[src/tqd_pkg.sv]
// Package: register map, field layout, reset values and bus carriers of the quadrature decoder
//
// Behaviour
// - Interrupt pends once any axis sees threshold field plus one events; field 10:3, reset 0x2.
// - Pending flag at control bit 2 reads 1 after interrupt; writing 1 clears it.
// - Writing 1 to control bit 1 zeroes the event tally; the bit reads zero.
// - Unmask bit 0 at zero keeps the interrupt from the processor.
// - Unmask bit 0 at one delivers the interrupt; it resets to 0x1.
// - X and Y counts read as signed 16-bit values, reset zero, read-only.
// - An axis count reads zero while no pin pair is selected for it.
// - Control, X count and Y count decode at 0x50000200, 0x50000202, 0x50000204.
// - Divider, pin select and Z count decode at 0x50000206, 0x50000208, 0x5000020A.
// - Logic clock is input clock divided by divider plus one; bypassed on low-power clock.
// - Edge mode, default, counts every edge of both phases; simultaneous changes count once.
// - Three-bit selector maps one of six pin pairs per axis; 0 and 7 select none.
// - Read-only 8-bit event tally counts events across all channels.
`default_nettype none
package tqd_pkg;

  // ****************************************************************
  // Register map (offsets are register indices; byte address is 4x from base)
  // ****************************************************************
  localparam logic [31:0] TQD_BASE_IDX = 32'h50000200;
  localparam logic [31:0] TQD_CTRL_IDX = 32'h50000200;
  localparam logic [31:0] TQD_XCNT_IDX = 32'h50000202;
  localparam logic [31:0] TQD_YCNT_IDX = 32'h50000204;
  localparam logic [31:0] TQD_DIV_IDX = 32'h50000206;
  localparam logic [31:0] TQD_SEL_IDX = 32'h50000208;
  localparam logic [31:0] TQD_ZCNT_IDX = 32'h5000020a;
  localparam logic [31:0] TQD_TALLY_IDX = 32'h5000020c;
  localparam int TQD_ADDR_W = 12;

  // ****************************************************************
  // Field positions and reset values
  // ****************************************************************
  localparam int TQD_CTRL_UNMASK_BIT = 0;
  localparam int TQD_CTRL_TCLR_BIT = 1;
  localparam int TQD_CTRL_PEND_BIT = 2;
  localparam int TQD_CTRL_THR_LSB = 3;
  localparam int TQD_CTRL_THR_MSB = 10;
  localparam logic [7:0] TQD_THR_RST = 8'h02;
  localparam logic TQD_UNMASK_RST = 1'b1;
  localparam int TQD_DIV_MSB = 9;
  localparam int TQD_DIV_PRESC_BIT = 10;
  localparam logic [9:0] TQD_DIV_RST = 10'h3e7;
  localparam logic TQD_PRESC_RST = 1'b0;
  localparam int TQD_SEL_X_LSB = 0;
  localparam int TQD_SEL_Y_LSB = 3;
  localparam int TQD_SEL_Z_LSB = 6;
  localparam int TQD_MODE_X_BIT = 9;
  localparam logic [11:0] TQD_SEL_RST = 12'hed1;
  localparam int TQD_AXES = 3;
  localparam int TQD_PINS = 12;

  // Pin pair table, entry 0 unused; selectors 0 and 7 mean no pins
  localparam logic [3:0] TQD_PIN_A [0:6] = '{4'h0, 4'h2, 4'h1, 4'h3, 4'h6, 4'h8, 4'h0};
  localparam logic [3:0] TQD_PIN_B [0:6] = '{4'h0, 4'h5, 4'h4, 4'ha, 4'h7, 4'h9, 4'hb};

  localparam logic [1:0] TQD_RESP_OKAY = 2'h0;
  localparam logic [1:0] TQD_RESP_SLVERR = 2'h2;

  // ****************************************************************
  // AXI4-Lite carriers
  // ****************************************************************
  typedef struct packed {
    logic [TQD_ADDR_W-1:0] awaddr;
    logic awvalid;
    logic [31:0] wdata;
    logic [3:0] wstrb;
    logic wvalid;
    logic bready;
    logic [TQD_ADDR_W-1:0] araddr;
    logic arvalid;
    logic rready;
  } tqd_axi_req_t;

  typedef struct packed {
    logic awready;
    logic wready;
    logic [1:0] bresp;
    logic bvalid;
    logic arready;
    logic [31:0] rdata;
    logic [1:0] rresp;
    logic rvalid;
  } tqd_axi_rsp_t;

  function automatic logic [TQD_ADDR_W-1:0] tqd_byte_addr(input logic [31:0] idx);
    logic [31:0] rel;
    rel = (idx - TQD_BASE_IDX) << 2;
    return rel[TQD_ADDR_W-1:0];
  endfunction

endpackage
`default_nettype wire

[src/tqd_decoder.sv]
// Three-axis quadrature decoder with AXI4-Lite register slave
//
// Local design decision: register access over AXI4-Lite.
`timescale 1ns/1ps
`default_nettype none

// ****************************************************************
// One axis: pin pair selection, phase decode, count, event gauge
// ****************************************************************
module tqd_axis
  import tqd_pkg::*;
(
  input wire logic sys_clk,
  input wire logic rst_n,
  input wire logic tick,
  input wire logic [2:0] pinSel,
  input wire logic edgeMode,
  input wire logic [TQD_PINS-1:0] pins,
  input wire logic [7:0] threshold,
  input wire logic gaugeClear,
  output logic [15:0] count,
  output logic event_,
  output logic hit
);
  logic enabled, phaseA, phaseB, prevA, prevB, stepUp, stepDown;
  logic [7:0] gauge;
  logic [3:0] trans;

  always_comb begin
    enabled = (pinSel != 3'h0) && (pinSel != 3'h7);
    phaseA = 1'b0;
    phaseB = 1'b0;
    if (enabled) begin
      phaseA = pins[TQD_PIN_A[pinSel]];
      phaseB = pins[TQD_PIN_B[pinSel]];
    end
    trans = {prevA, prevB, phaseA, phaseB};
    stepUp = 1'b0;
    stepDown = 1'b0;
    if (tick && enabled) begin
      if (edgeMode) begin
        stepUp = (phaseA != prevA) || (phaseB != prevB);
      end else begin
        // Double changes are illegal in quadrature and are dropped
        stepUp = (trans == 4'h1) || (trans == 4'h7) || (trans == 4'he) || (trans == 4'h8);
        stepDown = (trans == 4'h2) || (trans == 4'hb) || (trans == 4'hd) || (trans == 4'h4);
      end
    end
    event_ = stepUp || stepDown;
    hit = event_ && (gauge >= threshold);
  end

  // Phase history is loaded with the forced-low phases while disabled, so a new selection starts from zero
  always_ff @(posedge sys_clk) begin
    if (!rst_n) begin
      prevA <= 1'b0;
      prevB <= 1'b0;
    end else if (tick || !enabled) begin
      prevA <= phaseA;
      prevB <= phaseB;
    end
  end

  always_ff @(posedge sys_clk) begin
    if (!rst_n) begin
      count <= 16'h0000;
    end else if (!enabled) begin
      count <= 16'h0000;
    end else if (stepUp) begin
      count <= count + 16'h0001;
    end else if (stepDown) begin
      count <= count - 16'h0001;
    end
  end

  always_ff @(posedge sys_clk) begin
    if (!rst_n) begin
      gauge <= 8'h00;
    end else if (gaugeClear) begin
      gauge <= 8'h00;
    end else if (event_) begin
      gauge <= gauge + 8'h01;
    end
  end
endmodule // tqd_axis

// ****************************************************************
// Top: register slave, divider, tally, interrupt
// ****************************************************************
module tqd_decoder
  import tqd_pkg::*;
(
  input wire logic sys_clk,
  input wire logic rst_n,
  input wire tqd_axi_req_t axiReq,
  output tqd_axi_rsp_t axiRsp,
  input wire logic [TQD_PINS-1:0] gpioIn,
  input wire logic lowPowerClock,
  output logic irq
);
  localparam logic [TQD_ADDR_W-1:0] A_CTRL = tqd_byte_addr(TQD_CTRL_IDX);
  localparam logic [TQD_ADDR_W-1:0] A_XCNT = tqd_byte_addr(TQD_XCNT_IDX);
  localparam logic [TQD_ADDR_W-1:0] A_YCNT = tqd_byte_addr(TQD_YCNT_IDX);
  localparam logic [TQD_ADDR_W-1:0] A_DIV = tqd_byte_addr(TQD_DIV_IDX);
  localparam logic [TQD_ADDR_W-1:0] A_SEL = tqd_byte_addr(TQD_SEL_IDX);
  localparam logic [TQD_ADDR_W-1:0] A_ZCNT = tqd_byte_addr(TQD_ZCNT_IDX);
  localparam logic [TQD_ADDR_W-1:0] A_TALLY = tqd_byte_addr(TQD_TALLY_IDX);

  logic [TQD_PINS-1:0] pinMeta, pinSync;
  logic [7:0] threshold, tally, next_tally;
  logic [9:0] divider, divCount;
  logic [11:0] pinModeSel;
  logic [15:0] axisCount [TQD_AXES];
  logic [TQD_AXES-1:0] axisEvent, axisHit;
  logic pending, unmask, prescale, preToggle, rawTick, tick, anyHit, next_pending, next_unmask;
  logic awReady, wReady, awHeld, wHeld, bValid, arReady, rValid, doWrite, wMapped, next_rOk;
  logic [TQD_ADDR_W-1:0] wAddr;
  logic [31:0] wData, rData;
  logic [3:0] wStrb;
  logic [1:0] bResp, rResp, eventSum;
  logic [15:0] laneMask, wSet, next_rWord;

  // ****************************************************************
  // Pin synchronisers
  // ****************************************************************
  always_ff @(posedge sys_clk) begin
    if (!rst_n) begin
      pinMeta <= '0;
      pinSync <= '0;
    end else begin
      pinMeta <= gpioIn;
      pinSync <= pinMeta;
    end
  end

  // ****************************************************************
  // Logic clock enable
  // ****************************************************************
  // A one-cycle enable instead of a derived clock keeps one clock domain
  assign rawTick = lowPowerClock || (divCount == 10'h000);
  assign tick = rawTick && (!prescale || preToggle);

  always_ff @(posedge sys_clk) begin
    if (!rst_n) begin
      divCount <= TQD_DIV_RST;
    end else if (lowPowerClock || divCount == 10'h000) begin
      divCount <= divider;
    end else begin
      divCount <= divCount - 10'h001;
    end
  end

  always_ff @(posedge sys_clk) begin
    if (!rst_n) begin
      preToggle <= 1'b0;
    end else if (!prescale) begin
      preToggle <= 1'b0;
    end else if (rawTick) begin
      preToggle <= !preToggle;
    end
  end

  // ****************************************************************
  // Axis channels
  // ****************************************************************
  for (genvar ax = 0; ax < TQD_AXES; ax++) begin : g_axis
    tqd_axis u_axis (
      .sys_clk(sys_clk),
      .rst_n(rst_n),
      .tick(tick),
      .pinSel(pinModeSel[TQD_SEL_X_LSB+3*ax +: 3]),
      .edgeMode(pinModeSel[TQD_MODE_X_BIT+ax]),
      .pins(pinSync),
      .threshold(threshold),
      .gaugeClear(anyHit),
      .count(axisCount[ax]),
      .event_(axisEvent[ax]),
      .hit(axisHit[ax])
    );
  end
  assign anyHit = |axisHit;

  // ****************************************************************
  // Bus write side
  // ****************************************************************
  assign doWrite = awHeld && wHeld && !bValid;

  always_comb begin
    laneMask = {{8{wStrb[1]}}, {8{wStrb[0]}}};
    wSet = wData[15:0] & laneMask;
    wMapped = (wAddr == A_CTRL) || (wAddr == A_XCNT) || (wAddr == A_YCNT) ||
              (wAddr == A_DIV) || (wAddr == A_SEL) || (wAddr == A_ZCNT) ||
              (wAddr == A_TALLY);
  end

  always_ff @(posedge sys_clk) begin
    if (!rst_n) begin
      awHeld <= 1'b0;
      awReady <= 1'b1;
      wAddr <= '0;
    end else if (axiReq.awvalid && awReady) begin
      awHeld <= 1'b1;
      awReady <= 1'b0;
      wAddr <= axiReq.awaddr;
    end else if (doWrite) begin
      awHeld <= 1'b0;
      awReady <= 1'b1;
    end
  end

  always_ff @(posedge sys_clk) begin
    if (!rst_n) begin
      wHeld <= 1'b0;
      wReady <= 1'b1;
      wData <= 32'h00000000;
      wStrb <= 4'h0;
    end else if (axiReq.wvalid && wReady) begin
      wHeld <= 1'b1;
      wReady <= 1'b0;
      wData <= axiReq.wdata;
      wStrb <= axiReq.wstrb;
    end else if (doWrite) begin
      wHeld <= 1'b0;
      wReady <= 1'b1;
    end
  end

  always_ff @(posedge sys_clk) begin
    if (!rst_n) begin
      bValid <= 1'b0;
      bResp <= TQD_RESP_OKAY;
    end else if (doWrite) begin
      bValid <= 1'b1;
      bResp <= wMapped ? TQD_RESP_OKAY : TQD_RESP_SLVERR;
    end else if (axiReq.bready) begin
      bValid <= 1'b0;
    end
  end

  // ****************************************************************
  // Software-written settings
  // ****************************************************************
  always_ff @(posedge sys_clk) begin
    if (!rst_n) begin
      threshold <= TQD_THR_RST;
      unmask <= TQD_UNMASK_RST;
    end else if (doWrite && wAddr == A_CTRL) begin
      if (wStrb[0]) begin
        threshold[4:0] <= wData[7:TQD_CTRL_THR_LSB];
        unmask <= wData[TQD_CTRL_UNMASK_BIT];
      end
      if (wStrb[1]) begin
        threshold[7:5] <= wData[TQD_CTRL_THR_MSB:8];
      end
    end
  end

  always_ff @(posedge sys_clk) begin
    if (!rst_n) begin
      divider <= TQD_DIV_RST;
      prescale <= TQD_PRESC_RST;
    end else if (doWrite && wAddr == A_DIV) begin
      if (wStrb[0]) begin
        divider[7:0] <= wData[7:0];
      end
      if (wStrb[1]) begin
        divider[9:8] <= wData[TQD_DIV_MSB:8];
        prescale <= wData[TQD_DIV_PRESC_BIT];
      end
    end
  end

  always_ff @(posedge sys_clk) begin
    if (!rst_n) begin
      pinModeSel <= TQD_SEL_RST;
    end else if (doWrite && wAddr == A_SEL) begin
      pinModeSel <= (pinModeSel & ~laneMask[11:0]) | wSet[11:0];
    end
  end

  // ****************************************************************
  // Pending flag, tally, interrupt
  // ****************************************************************
  always_comb begin
    eventSum = 2'(axisEvent[0]) + 2'(axisEvent[1]) + 2'(axisEvent[2]);
    next_pending = pending;
    if (doWrite && wAddr == A_CTRL && wSet[TQD_CTRL_PEND_BIT]) begin
      next_pending = 1'b0;
    end
    // A threshold hit in the clearing cycle still pends
    if (anyHit) begin
      next_pending = 1'b1;
    end
    next_tally = tally + {6'h00, eventSum};
    if (doWrite && wAddr == A_CTRL && wSet[TQD_CTRL_TCLR_BIT]) begin
      next_tally = {6'h00, eventSum};
    end
  end

  always_ff @(posedge sys_clk) begin
    if (!rst_n) begin
      pending <= 1'b0;
      tally <= 8'h00;
    end else begin
      pending <= next_pending;
      tally <= next_tally;
    end
  end

  // Uses the next values so the pin follows pending and unmask with no lag
  assign next_unmask = (doWrite && wAddr == A_CTRL && wStrb[0]) ?
                       wData[TQD_CTRL_UNMASK_BIT] : unmask;

  always_ff @(posedge sys_clk) begin
    if (!rst_n) begin
      irq <= 1'b0;
    end else begin
      irq <= next_pending && next_unmask;
    end
  end

  // ****************************************************************
  // Bus read side
  // ****************************************************************
  always_comb begin
    next_rWord = 16'h0000;
    next_rOk = 1'b1;
    if (axiReq.araddr == A_CTRL) begin
      // The tally clear bit always reads zero
      next_rWord = {5'h00, threshold, pending, 1'b0, unmask};
    end else if (axiReq.araddr == A_XCNT) begin
      next_rWord = axisCount[0];
    end else if (axiReq.araddr == A_YCNT) begin
      next_rWord = axisCount[1];
    end else if (axiReq.araddr == A_DIV) begin
      next_rWord = {5'h00, prescale, divider};
    end else if (axiReq.araddr == A_SEL) begin
      next_rWord = {4'h0, pinModeSel};
    end else if (axiReq.araddr == A_ZCNT) begin
      next_rWord = axisCount[2];
    end else if (axiReq.araddr == A_TALLY) begin
      next_rWord = {8'h00, tally};
    end else begin
      next_rOk = 1'b0;
    end
  end

  always_ff @(posedge sys_clk) begin
    if (!rst_n) begin
      arReady <= 1'b1;
      rValid <= 1'b0;
      rData <= 32'h00000000;
      rResp <= TQD_RESP_OKAY;
    end else if (axiReq.arvalid && arReady) begin
      arReady <= 1'b0;
      rValid <= 1'b1;
      rData <= {16'h0000, next_rWord};
      rResp <= next_rOk ? TQD_RESP_OKAY : TQD_RESP_SLVERR;
    end else if (rValid && axiReq.rready) begin
      arReady <= 1'b1;
      rValid <= 1'b0;
    end
  end

  assign axiRsp = '{awready: awReady, wready: wReady, bresp: bResp, bvalid: bValid,
                    arready: arReady, rdata: rData, rresp: rResp, rvalid: rValid};
endmodule // tqd_decoder

`default_nettype wire

[config.mk]
export PLATFORM = sky130hd
export DESIGN_NAME = tqd_decoder
export DESIGN_NICKNAME = d
export VERILOG_FILES = /design/src/tqd_pkg.sv /design/src/tqd_decoder.sv
export SDC_FILE = /design/constraint.sdc
export NUM_CORES = 1
export LEC_CHECK = 0
export BUFFER_PORTS_ARGS = -buffer_cell sky130_fd_sc_hd__buf_4
export CAP_MARGIN = 5
export CORE_MARGIN = 2
export CORE_UTILIZATION = 44
export CTS_BUF_LIST = sky130_fd_sc_hd__clkbuf_16
export DETAILED_ROUTE_END_ITERATION = 10
export SYNTH_ARGS = -nofsm -noshare
export SYNTH_HDL_FRONTEND = slang
export SYNTH_SLANG_ARGS = --single-unit
[constraint.sdc]
create_clock -name sys_clk -period 8.85 [get_ports sys_clk]
set_input_delay 0.885 -clock sys_clk [delete_from_list [all_inputs] [get_ports sys_clk]]
set_output_delay 0.885 -clock sys_clk [all_outputs]
set_load 0.01 [all_outputs]
---- After elaboration in Yosys (flattened, before gate mapping) ----
Memories as Yosys holds them, arrays and structs flattened.
Index checks and enable logic that the tools add are counted.
storage, ports and cells
  register bits ........................... 208
  latch bits .............................. 0
  bits in writable memories ............... 0
  memory bits (read-only) ................. 192
  input bits .............................. 80
  output and inout port bits .............. 42
  word-level logic and storage cells ...... 293
  memories kept ........................... 6
memories
  memory            depth  bits a word  rd ports  clocked after memory_dff  wr ports  RTL line           text
  (name not given)  8      4            1         0                         0         tqd_decoder.sv:35  phaseB = pins[TQD_PIN_B[pinSel]];
  (name not given)  8      4            1         0                         0         tqd_decoder.sv:34  phaseA = pins[TQD_PIN_A[pinSel]];
  (name not given)  8      4            1         0                         0         tqd_decoder.sv:34
  (name not given)  8      4            1         0                         0         tqd_decoder.sv:35
  (name not given)  8      4            1         0                         0         tqd_decoder.sv:35
  (name not given)  8      4            1         0                         0         tqd_decoder.sv:34
operators by class
  $add $sub $neg .......................... 13
  multiply operators ...................... 0
  divide/modulo/power cells ............... 0
  magnitude comparators ................... 12
  equality and inequality tests ........... 45
  shifts and indexed selects .............. 0
  mux-type cells .......................... 81
  bitwise operators ....................... 8
  reduce and logical (&&, ||, !) cells .... 88
operators by type and width
  kind                                                         count
  2-to-1 mux 16 bit                                            12
  == test 12 x 6 -> 1 bit (second input constant)              6
  adder 16 x 1 -> 16 bit (second input constant)               3
  == test 12 x 5 -> 1 bit (second input constant)              4
  == test 4 bit (second input constant)                        12
  2-to-1 mux 4 bit                                             12
  subtractor 16 x 1 -> 16 bit (second input constant)          3
  2-to-1 mux 1 bit                                             46
  logical OR 1 bit                                             35
  less-than comparator 4 x 5 -> 1 bit (second input constant)  6
  adder 8 x 1 -> 8 bit (second input constant)                 3
  AND 12 bit                                                   2
  binary-select mux 1 bit (select 4 bit)                       6
  == test 12 x 4 -> 1 bit (second input constant)              2
  == test 4 x 3 -> 1 bit (second input constant)               6
  greater-or-equal comparator 8 bit                            3
  zero test 12 bit                                             2
  logical AND 1 bit                                            23
  AND reduction 2 bit                                          8
  nonzero test 2 bit                                           7
  == test 4 x 1 -> 1 bit (second input constant)               3
  == test 4 x 2 -> 1 bit (second input constant)               3
  greater-or-equal comparator 4 bit (second input constant)    3
  inverter 12 bit                                              1
  other kinds (18)                                             36

---- Logic depth before layout (Yosys ltp) ----
Gate-level depths: netlist of the first run.
  word-level depth ........................ 18
  gate-level depth with buffers ........... 22
  gate-level depth less buffers ........... 20

---- Hierarchy ----
A second synthesis of the first run with hierarchy kept.
unflattened totals
  cells, all modules ...................... 1472
  area total of the unflattened synthesis .. 12732.2 µm²
modules (own cells, without submodules)
  module                           times used  cells each  area an instance (µm²)  seq. area each (µm²)
  tqd_decoder                      1           638         5891.9                  2562.5
  tqd_axis (g_axis[1].u_axis ...)  2           275         2272.2                  520.5
  tqd_axis (g_axis[0].u_axis)      1           284         2296.0                  520.5

---- Worst setup path before layout of the first run ----
Ideal clock, no wire load.
  path type ............................... reg2reg
  start ................................... register (tool-made name)
  end ..................................... register g_axis[0].u_axis.count[14]
  library setup time ...................... 133 ps
  arrival time ............................ 5641 ps
  required time ........................... 8717 ps
  path slack .............................. 3076 ps
  cell stages (with the launch flop) ...... 22
  buffers on the path ..................... 2
  clock period less this slack ............ 5774 ps
  cell sequence ........................... dfxtp_1 clkbuf_1 inv_1 ha_1 buf_2 nor2_1 mux4_2 a22oi_1 nand2_1 nand3_1 a21oi_1 o31ai_1 ha_1 a21o_1 a21oi_1 o21bai_1 a2111oi_0 nor2_1 a41oi_1 nor2_1 a211oi_1 o31ai_1
RTL lines
  item                  RTL line           text
  end signal, assigned  tqd_decoder.sv:70  count <= count + 16'h0001;
  end signal, assigned  tqd_decoder.sv:72  count <= count - 16'h0001;
  end, declared         tqd_decoder.sv:21  output logic [15:0] count,

---- Worst setup path after layout of the first run ----
  start ................................... register divCount[0]
  end ..................................... register g_axis[1].u_axis.count[15]
between the ends
  longest elaborated chain between the ends .. 6
  elaborated cells on any way between the ends .. 8
  those cells by class .................... mux (3); reduce/logical (5)
RTL lines
  item                                                     RTL line            text
  start, declared                                          tqd_decoder.sv:111  logic [9:0] divider, divCount;
  start signal, assigned                                   tqd_decoder.sv:147  divCount <= divider;
  start signal, assigned                                   tqd_decoder.sv:149  divCount <= divCount - 10'h001;
  zero test 10 bit *                                       tqd_decoder.sv:140  assign rawTick = lowPowerClock || (divCount == 10'h000);
  logical OR 1 bit *                                       tqd_decoder.sv:140
  logical AND 1 bit *                                      tqd_decoder.sv:141  assign tick = rawTick && (!prescale || preToggle);
  logical AND 1 bit *                                      tqd_decoder.sv:40   if (tick && enabled) begin
  2-to-1 mux 1 bit                                         tqd_decoder.sv:40
  2-to-1 mux 16 bit or nonzero test 2 bit (tied branches)  --
  end signal, assigned                                     tqd_decoder.sv:70
  end signal, assigned                                     tqd_decoder.sv:72
  end, declared                                            tqd_decoder.sv:21
Mark *: on every way between the ends. The rest lies on a longest branch, timed or not.
A chain may end at the register's enable or synchronous reset.

==> flow_summary.toml, run 1 <==
[run_status]
status = "finished, final reports clean"

[floorplanning]
die_w_um = 169
pin_count = 122
initial_core_util_pct = 44.8
core_um2 = 26900
die-area_um2 = 28700
die_h_um = 169
fp-row-count = 60

[cts]
postCtsResizedCells = 0
clock_tree.buffer_depth = 3
hold_buffers = 0
cts_buffers = 24
cts.htree.levels = 1
clock_latency_ns = 0.53
cts_setup_buffers = 0
cts_root_buffer = "clkbuf_16"
cts_tree = "built"
path_clk_slew_ns = 0.06
clock-sinks = 206

[finish]
nFillCells = 2633
multi_input_area_um2 = 7340
area_growth_pct = 12.6
drive_gt1_share_pct = 10.8
final-seq-area_um2 = 4120
antenna_cells = 0
fin_util_pct = 50.4
fin_nets = 1644

[synth]
synth_area_leaders = "dfxtp_1 34%, ha_1 8.4%, mux2i_1 6.3%, nand2_1 5.3%, nor2_1 4.5%"
synth.distinct_cells = 82
synth_cells = 1432
synth_top_area_cell = "dfxtp_1"
ys.flop_type = "dfxtp_1"
yosysWarnings = 0
async_reset_ff_share_pct = 0
synth-edff-count = 0
syn_area_per_cell_um2 = 8.40
ys_ff_latch = 206
seq_area_frac_synth_pct = 34.3
synth_area_um2 = 12000
synth_top_area_share_pct = 34.3

[timing]
period_minus_slack_ns = 5.82
fin_worst_skew_ns = 0.0246
setup_viol = 0
period_share_pct = 65.7
max-slew-margin-rel_pct = 18.1
worst_hold_slack_ns = 0.427
timing.fmax_ghz = 0.172
setup_tns_ns = 0
rsz0062_at_grt = "no"
tightest_slew_ns = 1.22
worst_slack_ns = 3.03
finalMaxSlewViolations = 0
hold_viol = 0

[setup_path]
reg2reg_to = "g_axis[1].u_axis.count[15]"
critical_path.endpoint = "g_axis[1].u_axis.count[15]"
slowest_stage = "o31ai_4"
reg2reg_depth = 18
timing.critical_path.from = "divCount[0]"
reg2reg_slack_ns = 3.03
cp-end-kind = "register"
arrival_ns = 6.20
critPathLaunchType = "register"
crit_required_ns = 9.24
crit_chain = "inv_1, ha_1, or4b_4, o31ai_4, a21boi_4, nand2_2, o32ai_4, inv_1, ha_1, a211oi_1, o21ai_0, a31oi_1, a21oi_1, a31oi_1, o21ai_0, mux2i_1, xor2_1, nor2_1"
crit_fanout = 19
reg2reg_from = "divCount[0]"
critPathKind = "reg -> reg"
slowest_delay_ns = 0.71

[hold_path]
min_path_cells = 1
worstHoldPathType = "reg -> reg"

[global_routing]
track_usage_pct = 21.9
grt_pass1_wl_mm = 50.6
antenna_found_initial = 0
grt_pass1_vias = 9289
gr-total-overflow = 0
grt_max_degree = 76

[power]
ir_worst_vdd_mv = 0.131
switching_share_pct = 30.9
power.share.sequential_pct = 38.5
p_comb_share_pct = 26.0
clkPwrFrac_pct = 35.5
switchingPower_uw = 868
intPower_uw = 1940
powerDensity_nw_per_um2 = 207
p_leak_uw = 0.00564
finalPower_uw = 2810

[routing]
drcViolationCount = 0
via_per_inst = 5.56
wl_per_cell_um = 17.2
vias = 10200
routed_wl_mm = 31.6
dr.pass1.iters = 6
route.antenna.remaining_nets = 0
drt_iter0_drc = 557

[placement]
dp_slack_ns = 3.03
gp_congestion = 0.851
dpl.hpwl_mm = 22.9
numPortBuffers = 81

[run]
drv_cap = 0
[metal layers]
layer / up-vias / global-route usage [%] / share of wire, % / wire length [µm]
li1: 5162 / - / - / -
met1: 4761 / 31.2 / 48 / 15100
met2: 235 / 34.9 / 44 / 14000
met3: 43 / 3.47 / 6.1 / 1910
met4: 0 / 5.28 / 1.9 / 595
met5: - / 0 / 0 / 0
[through the flow]
| stage | instances | instance area [µm²] |
|---|---|---|
| 4_1_cts | 1835 | 13500 |
| 3_5_place_dp | 1793 | 12800 |
| 5_1_grt | 1835 | 13500 |
| 6_report | 1835 | 13500 |
| 2_1_floorplan | 1449 | 12100 |
| 3_3_place_gp | 1793 | 12800 |
[worst min path at each step]
| stage | startpoint | slack [ns] | to |
|---|---|---|---|
| after global placement | pinMeta[1] | 0.41 | pinSync[1] |
| after global routing | pinMeta[10] | 0.45 | pinSync[10] |
| final | pinMeta[8] | 0.43 | pinSync[8] |
| after floorplan | pinMeta[0] | 0.41 | pinSync[0] |
| after CTS | pinMeta[8] | 0.43 | pinSync[8] |
| after detailed placement | pinMeta[11] | 0.42 | pinSync[11] |
[critical path: cells and delay by family (launching register included)]
kind	cells	cell delay (ns)
xor gates and xnor gates	1	0.18
DFF	1	0.33
muxes	1	0.19
AOI/OAI and AO/OA	9	3.17
buffers and inverters	2	0.49
and+or+nand+nor	3	0.68
adders and majority gates	2	0.61
[power groups by stage]
stage	sequential, µW	combinational [µW]	clock (µW)
2_1_floorplan	1070	595	0
3_3_place_gp	1100	711	0
3_5_place_dp	1100	725	0
4_1_cts	1080	731	1020
5_1_grt	1090	822	1060
6_report	1080	731	997
[flip-flops by register name (all words and copies together), names as in the netlist, 10 cells and up, named ones only]
name	cells
g_axis.u_axis.gauge	24
wData	12
pinSync	12
pinMeta	12
divCount	10
divider	10
rData	16
wAddr	12
g_axis.u_axis.count	48
[cells in the final DEF, fill, tap and decap left out, types with 49 or more instances in the layout]
cell type and count:
a21oi_1 92, buf_4 89, dfxtp_1 206, ha_1 81
inv_1 49, mux2i_1 76, nand2_1 169, nor2_1 145
o21ai_0 53, xnor2_1 58
[cell families after synthesis]
family	Yosys count	synth area share, %
and+or+nand+nor	525	20.6
AOI/OAI and AO/OA	319	17.8
DFF	206	34.3
buffers and inverters	137	5.25
adders and majority gates	86	9.26
muxes	82	7.17
xor gates and xnor gates	76	5.53
other	1	0.0312
[cell usage after synthesis (24+ instances only)]
master and number:
a21oi_1 92, and2_1 35, buf_4 24, clkbuf_1 41, dfxtp_1 206, ha_1 81, inv_1 49, mux2i_1 76
nand2_1 169, nand3_1 36, nor2_1 145, nor3_1 32, o21ai_0 53, xnor2_1 58
[final cells by class]
class,instances,area share (%)
Multi-Input combinational cell,1106,54.2
Sequential cell,206,30.4
Timing Repair Buffer,89,4.93
Clock buffer,25,4.62
Tap cell,341,3.15
Inverter,51,1.43
Clock inverter,17,1.22
No activity file was read; power rests on OpenSTA's default activity.
==> inputs of run 2 (changes only) <==
- clock period: 8.85 -> 5.3 ns (I/O delays scaled with it)
==> run 2 against run 1 <==
  * Final area grew 1.3%
  * Non-clock buffer count is 23 higher
  * Clock power is 64% higher
  * Combinational power up 70%
  * Global-route usage up 0.36 points
  * Largest cell class unchanged
==> flow_summary.toml, run 2 (synthesized netlist as in run 1, its figures left out) <==
[finish]
fin_util_pct = 51.0
drive_gt1_share_pct = 11.8
antenna_cells = 0
top_register = "g_axis.u_axis.count"
area_growth_pct = 14.0
final-seq-area_um2 = 4120
top_regs = "g_axis.u_axis.count x48, g_axis.u_axis.gauge x24, rData x16"
layout_common_cells = "206 x dfxtp_1, 169 x nand2_1, 145 x nor2_1"
fin_nets = 1667
largest_register_ffs = 48
layout_commonest_cell = "dfxtp_1"
multi_input_area_um2 = 7360
fin_cells = 1857
nFillCells = 2628

[routing]
wl_per_cell_um = 17.2
vias = 10300
via_per_inst = 5.55
routed_wl_mm = 32.0
dr.pass1.iters = 6
route.antenna.remaining_nets = 0
drcViolationCount = 0
drt_iter0_drc = 748

[timing]
worst_hold_slack_ns = 0.221
finalMaxSlewViolations = 0
fin_worst_skew_ns = 0.0128
timing.fmax_ghz = 0.203
period_share_pct = 93.2
setup_tns_ns = 0
rsz0062_at_grt = "no"
hold_viol = 0
tightest_slew_ns = 0.971
max-slew-margin-rel_pct = 35.0
period_minus_slack_ns = 4.94
setup_viol = 0

[floorplanning]
die_h_um = 169
die_w_um = 169
fp-row-count = 60
core_um2 = 26900
die-area_um2 = 28700
pin_count = 122
initial_core_util_pct = 44.8

[hold_path]
hold_end = "pinMeta[7]"
worstHoldPathType = "in -> reg"
min_from = "gpioIn[7]"
min_path_cells = 2

[setup_path]
slowest_delay_ns = 0.49
cp-end-kind = "register"
critPathLaunchType = "register"
reg2reg_slack_ns = 0.36
crit_fanout = 8
crit_chain = "ha_1, or3b_2, a2111oi_0, a22oi_2, nand2_1, nand3_1, a21oi_1, o31ai_4, fa_1, a21o_1, a21oi_1, o21bai_1, a2111oi_0, buf_4, nor2_1, a41oi_2, nor2_1, a211oi_1, o31ai_1"
reg2reg_to = "g_axis[0].u_axis.count[14]"
reg2reg_depth = 19
crit_required_ns = 5.67
slowest_stage = "a2111oi_0"
arrival_ns = 5.31
critPathKind = "reg -> reg"

[cts]
cts_root_buffer = "clkbuf_16"
cts.htree.levels = 1
cts_buffers = 24
cts_setup_buffers = 0
path_clk_slew_ns = 0.06
postCtsResizedCells = 0
clock_tree.buffer_depth = 3
cts_tree = "built"
hold_buffers = 0
clock_latency_ns = 0.52
clock-sinks = 206

[placement]
dp.cells = 1816
gp_congestion = 0.860
dpl.hpwl_mm = 23.6
numPortBuffers = 81

[run_status]
status = "finished, final reports clean"

[power]
switchingPower_uw = 1430
finalPower_uw = 4680
powerDensity_nw_per_um2 = 341
ir_worst_vdd_mv = 0.243
p_leak_uw = 0.00576
intPower_uw = 3250
clkPwrFrac_pct = 34.9
p_comb_share_pct = 26.5
switching_share_pct = 30.6
power.share.sequential_pct = 38.5

[global_routing]
gr-total-overflow = 0
track_usage_pct = 22.3
grt_pass1_vias = 9675
grt_pass1_wl_mm = 51.5
antenna_found_initial = 0
grt_max_degree = 76

[run]
drv_cap = 0
[run 2: power by group through the flow]
stage	registers, µW	logic, µW	clock network [µW]
after global placement	1840	1210	0
after global routing	1820	1410	1740
after detailed placement	1840	1230	0
after CTS	1810	1240	1680
final	1800	1240	1640
after floorplan	1780	995	0
[run 2: worst max-delay path by stage]
stage                         from                    endpoint  slack (ns)  cells after the start
after floorplan           register  g_axis[0].u_axis.count[14]        0.19                     21
after global placement    register  g_axis[0].u_axis.count[14]        0.37                     18
after detailed placement  register  g_axis[0].u_axis.count[14]        0.33                     19
after CTS                 register  g_axis[0].u_axis.count[14]        0.30                     19
after global routing      register  g_axis[1].u_axis.count[15]        0.03                     17
final                     register  g_axis[0].u_axis.count[14]        0.36                     19
[run 2: routing by layer]
layer	track usage, %	share of wire (%)
met1	31.3	47
met5	0	0
met2	36.4	45
met4	4.68	1.5
met3	3.38	5.8
[run 2: cell type report]
cell class                 instances  area share (%)
timing repair buffer             112            6.13
sequential                       206            30.1
multi-input combinational       1106            53.7
tap                              341            3.11
inverter                          51            1.41
clock buffer                      25            4.56
clock inverter                    16            1.03
[run 2: per-stage QoR]
| step | area (µm²) | setup slack [ns] |
|---|---|---|
| 3_5_place_dp | 12900 | 0.332 |
| 4_1_cts | 13700 | 0.296 |
| 3_3_place_gp | 12900 | 0.375 |
| 6_report | 13700 | 0.362 |
| 2_1_floorplan | 12100 | 0.190 |
| 5_1_grt | 13700 | 0.0284 |
[run 2: worst max-delay path, delay by kind of cell, from the launching register on]
kind	cells	cell delay, ns
compound gates	11	2.65
fa+ha+maj	2	0.70
buf+inv	1	0.19
flops	1	0.39
simple gates	5	0.86
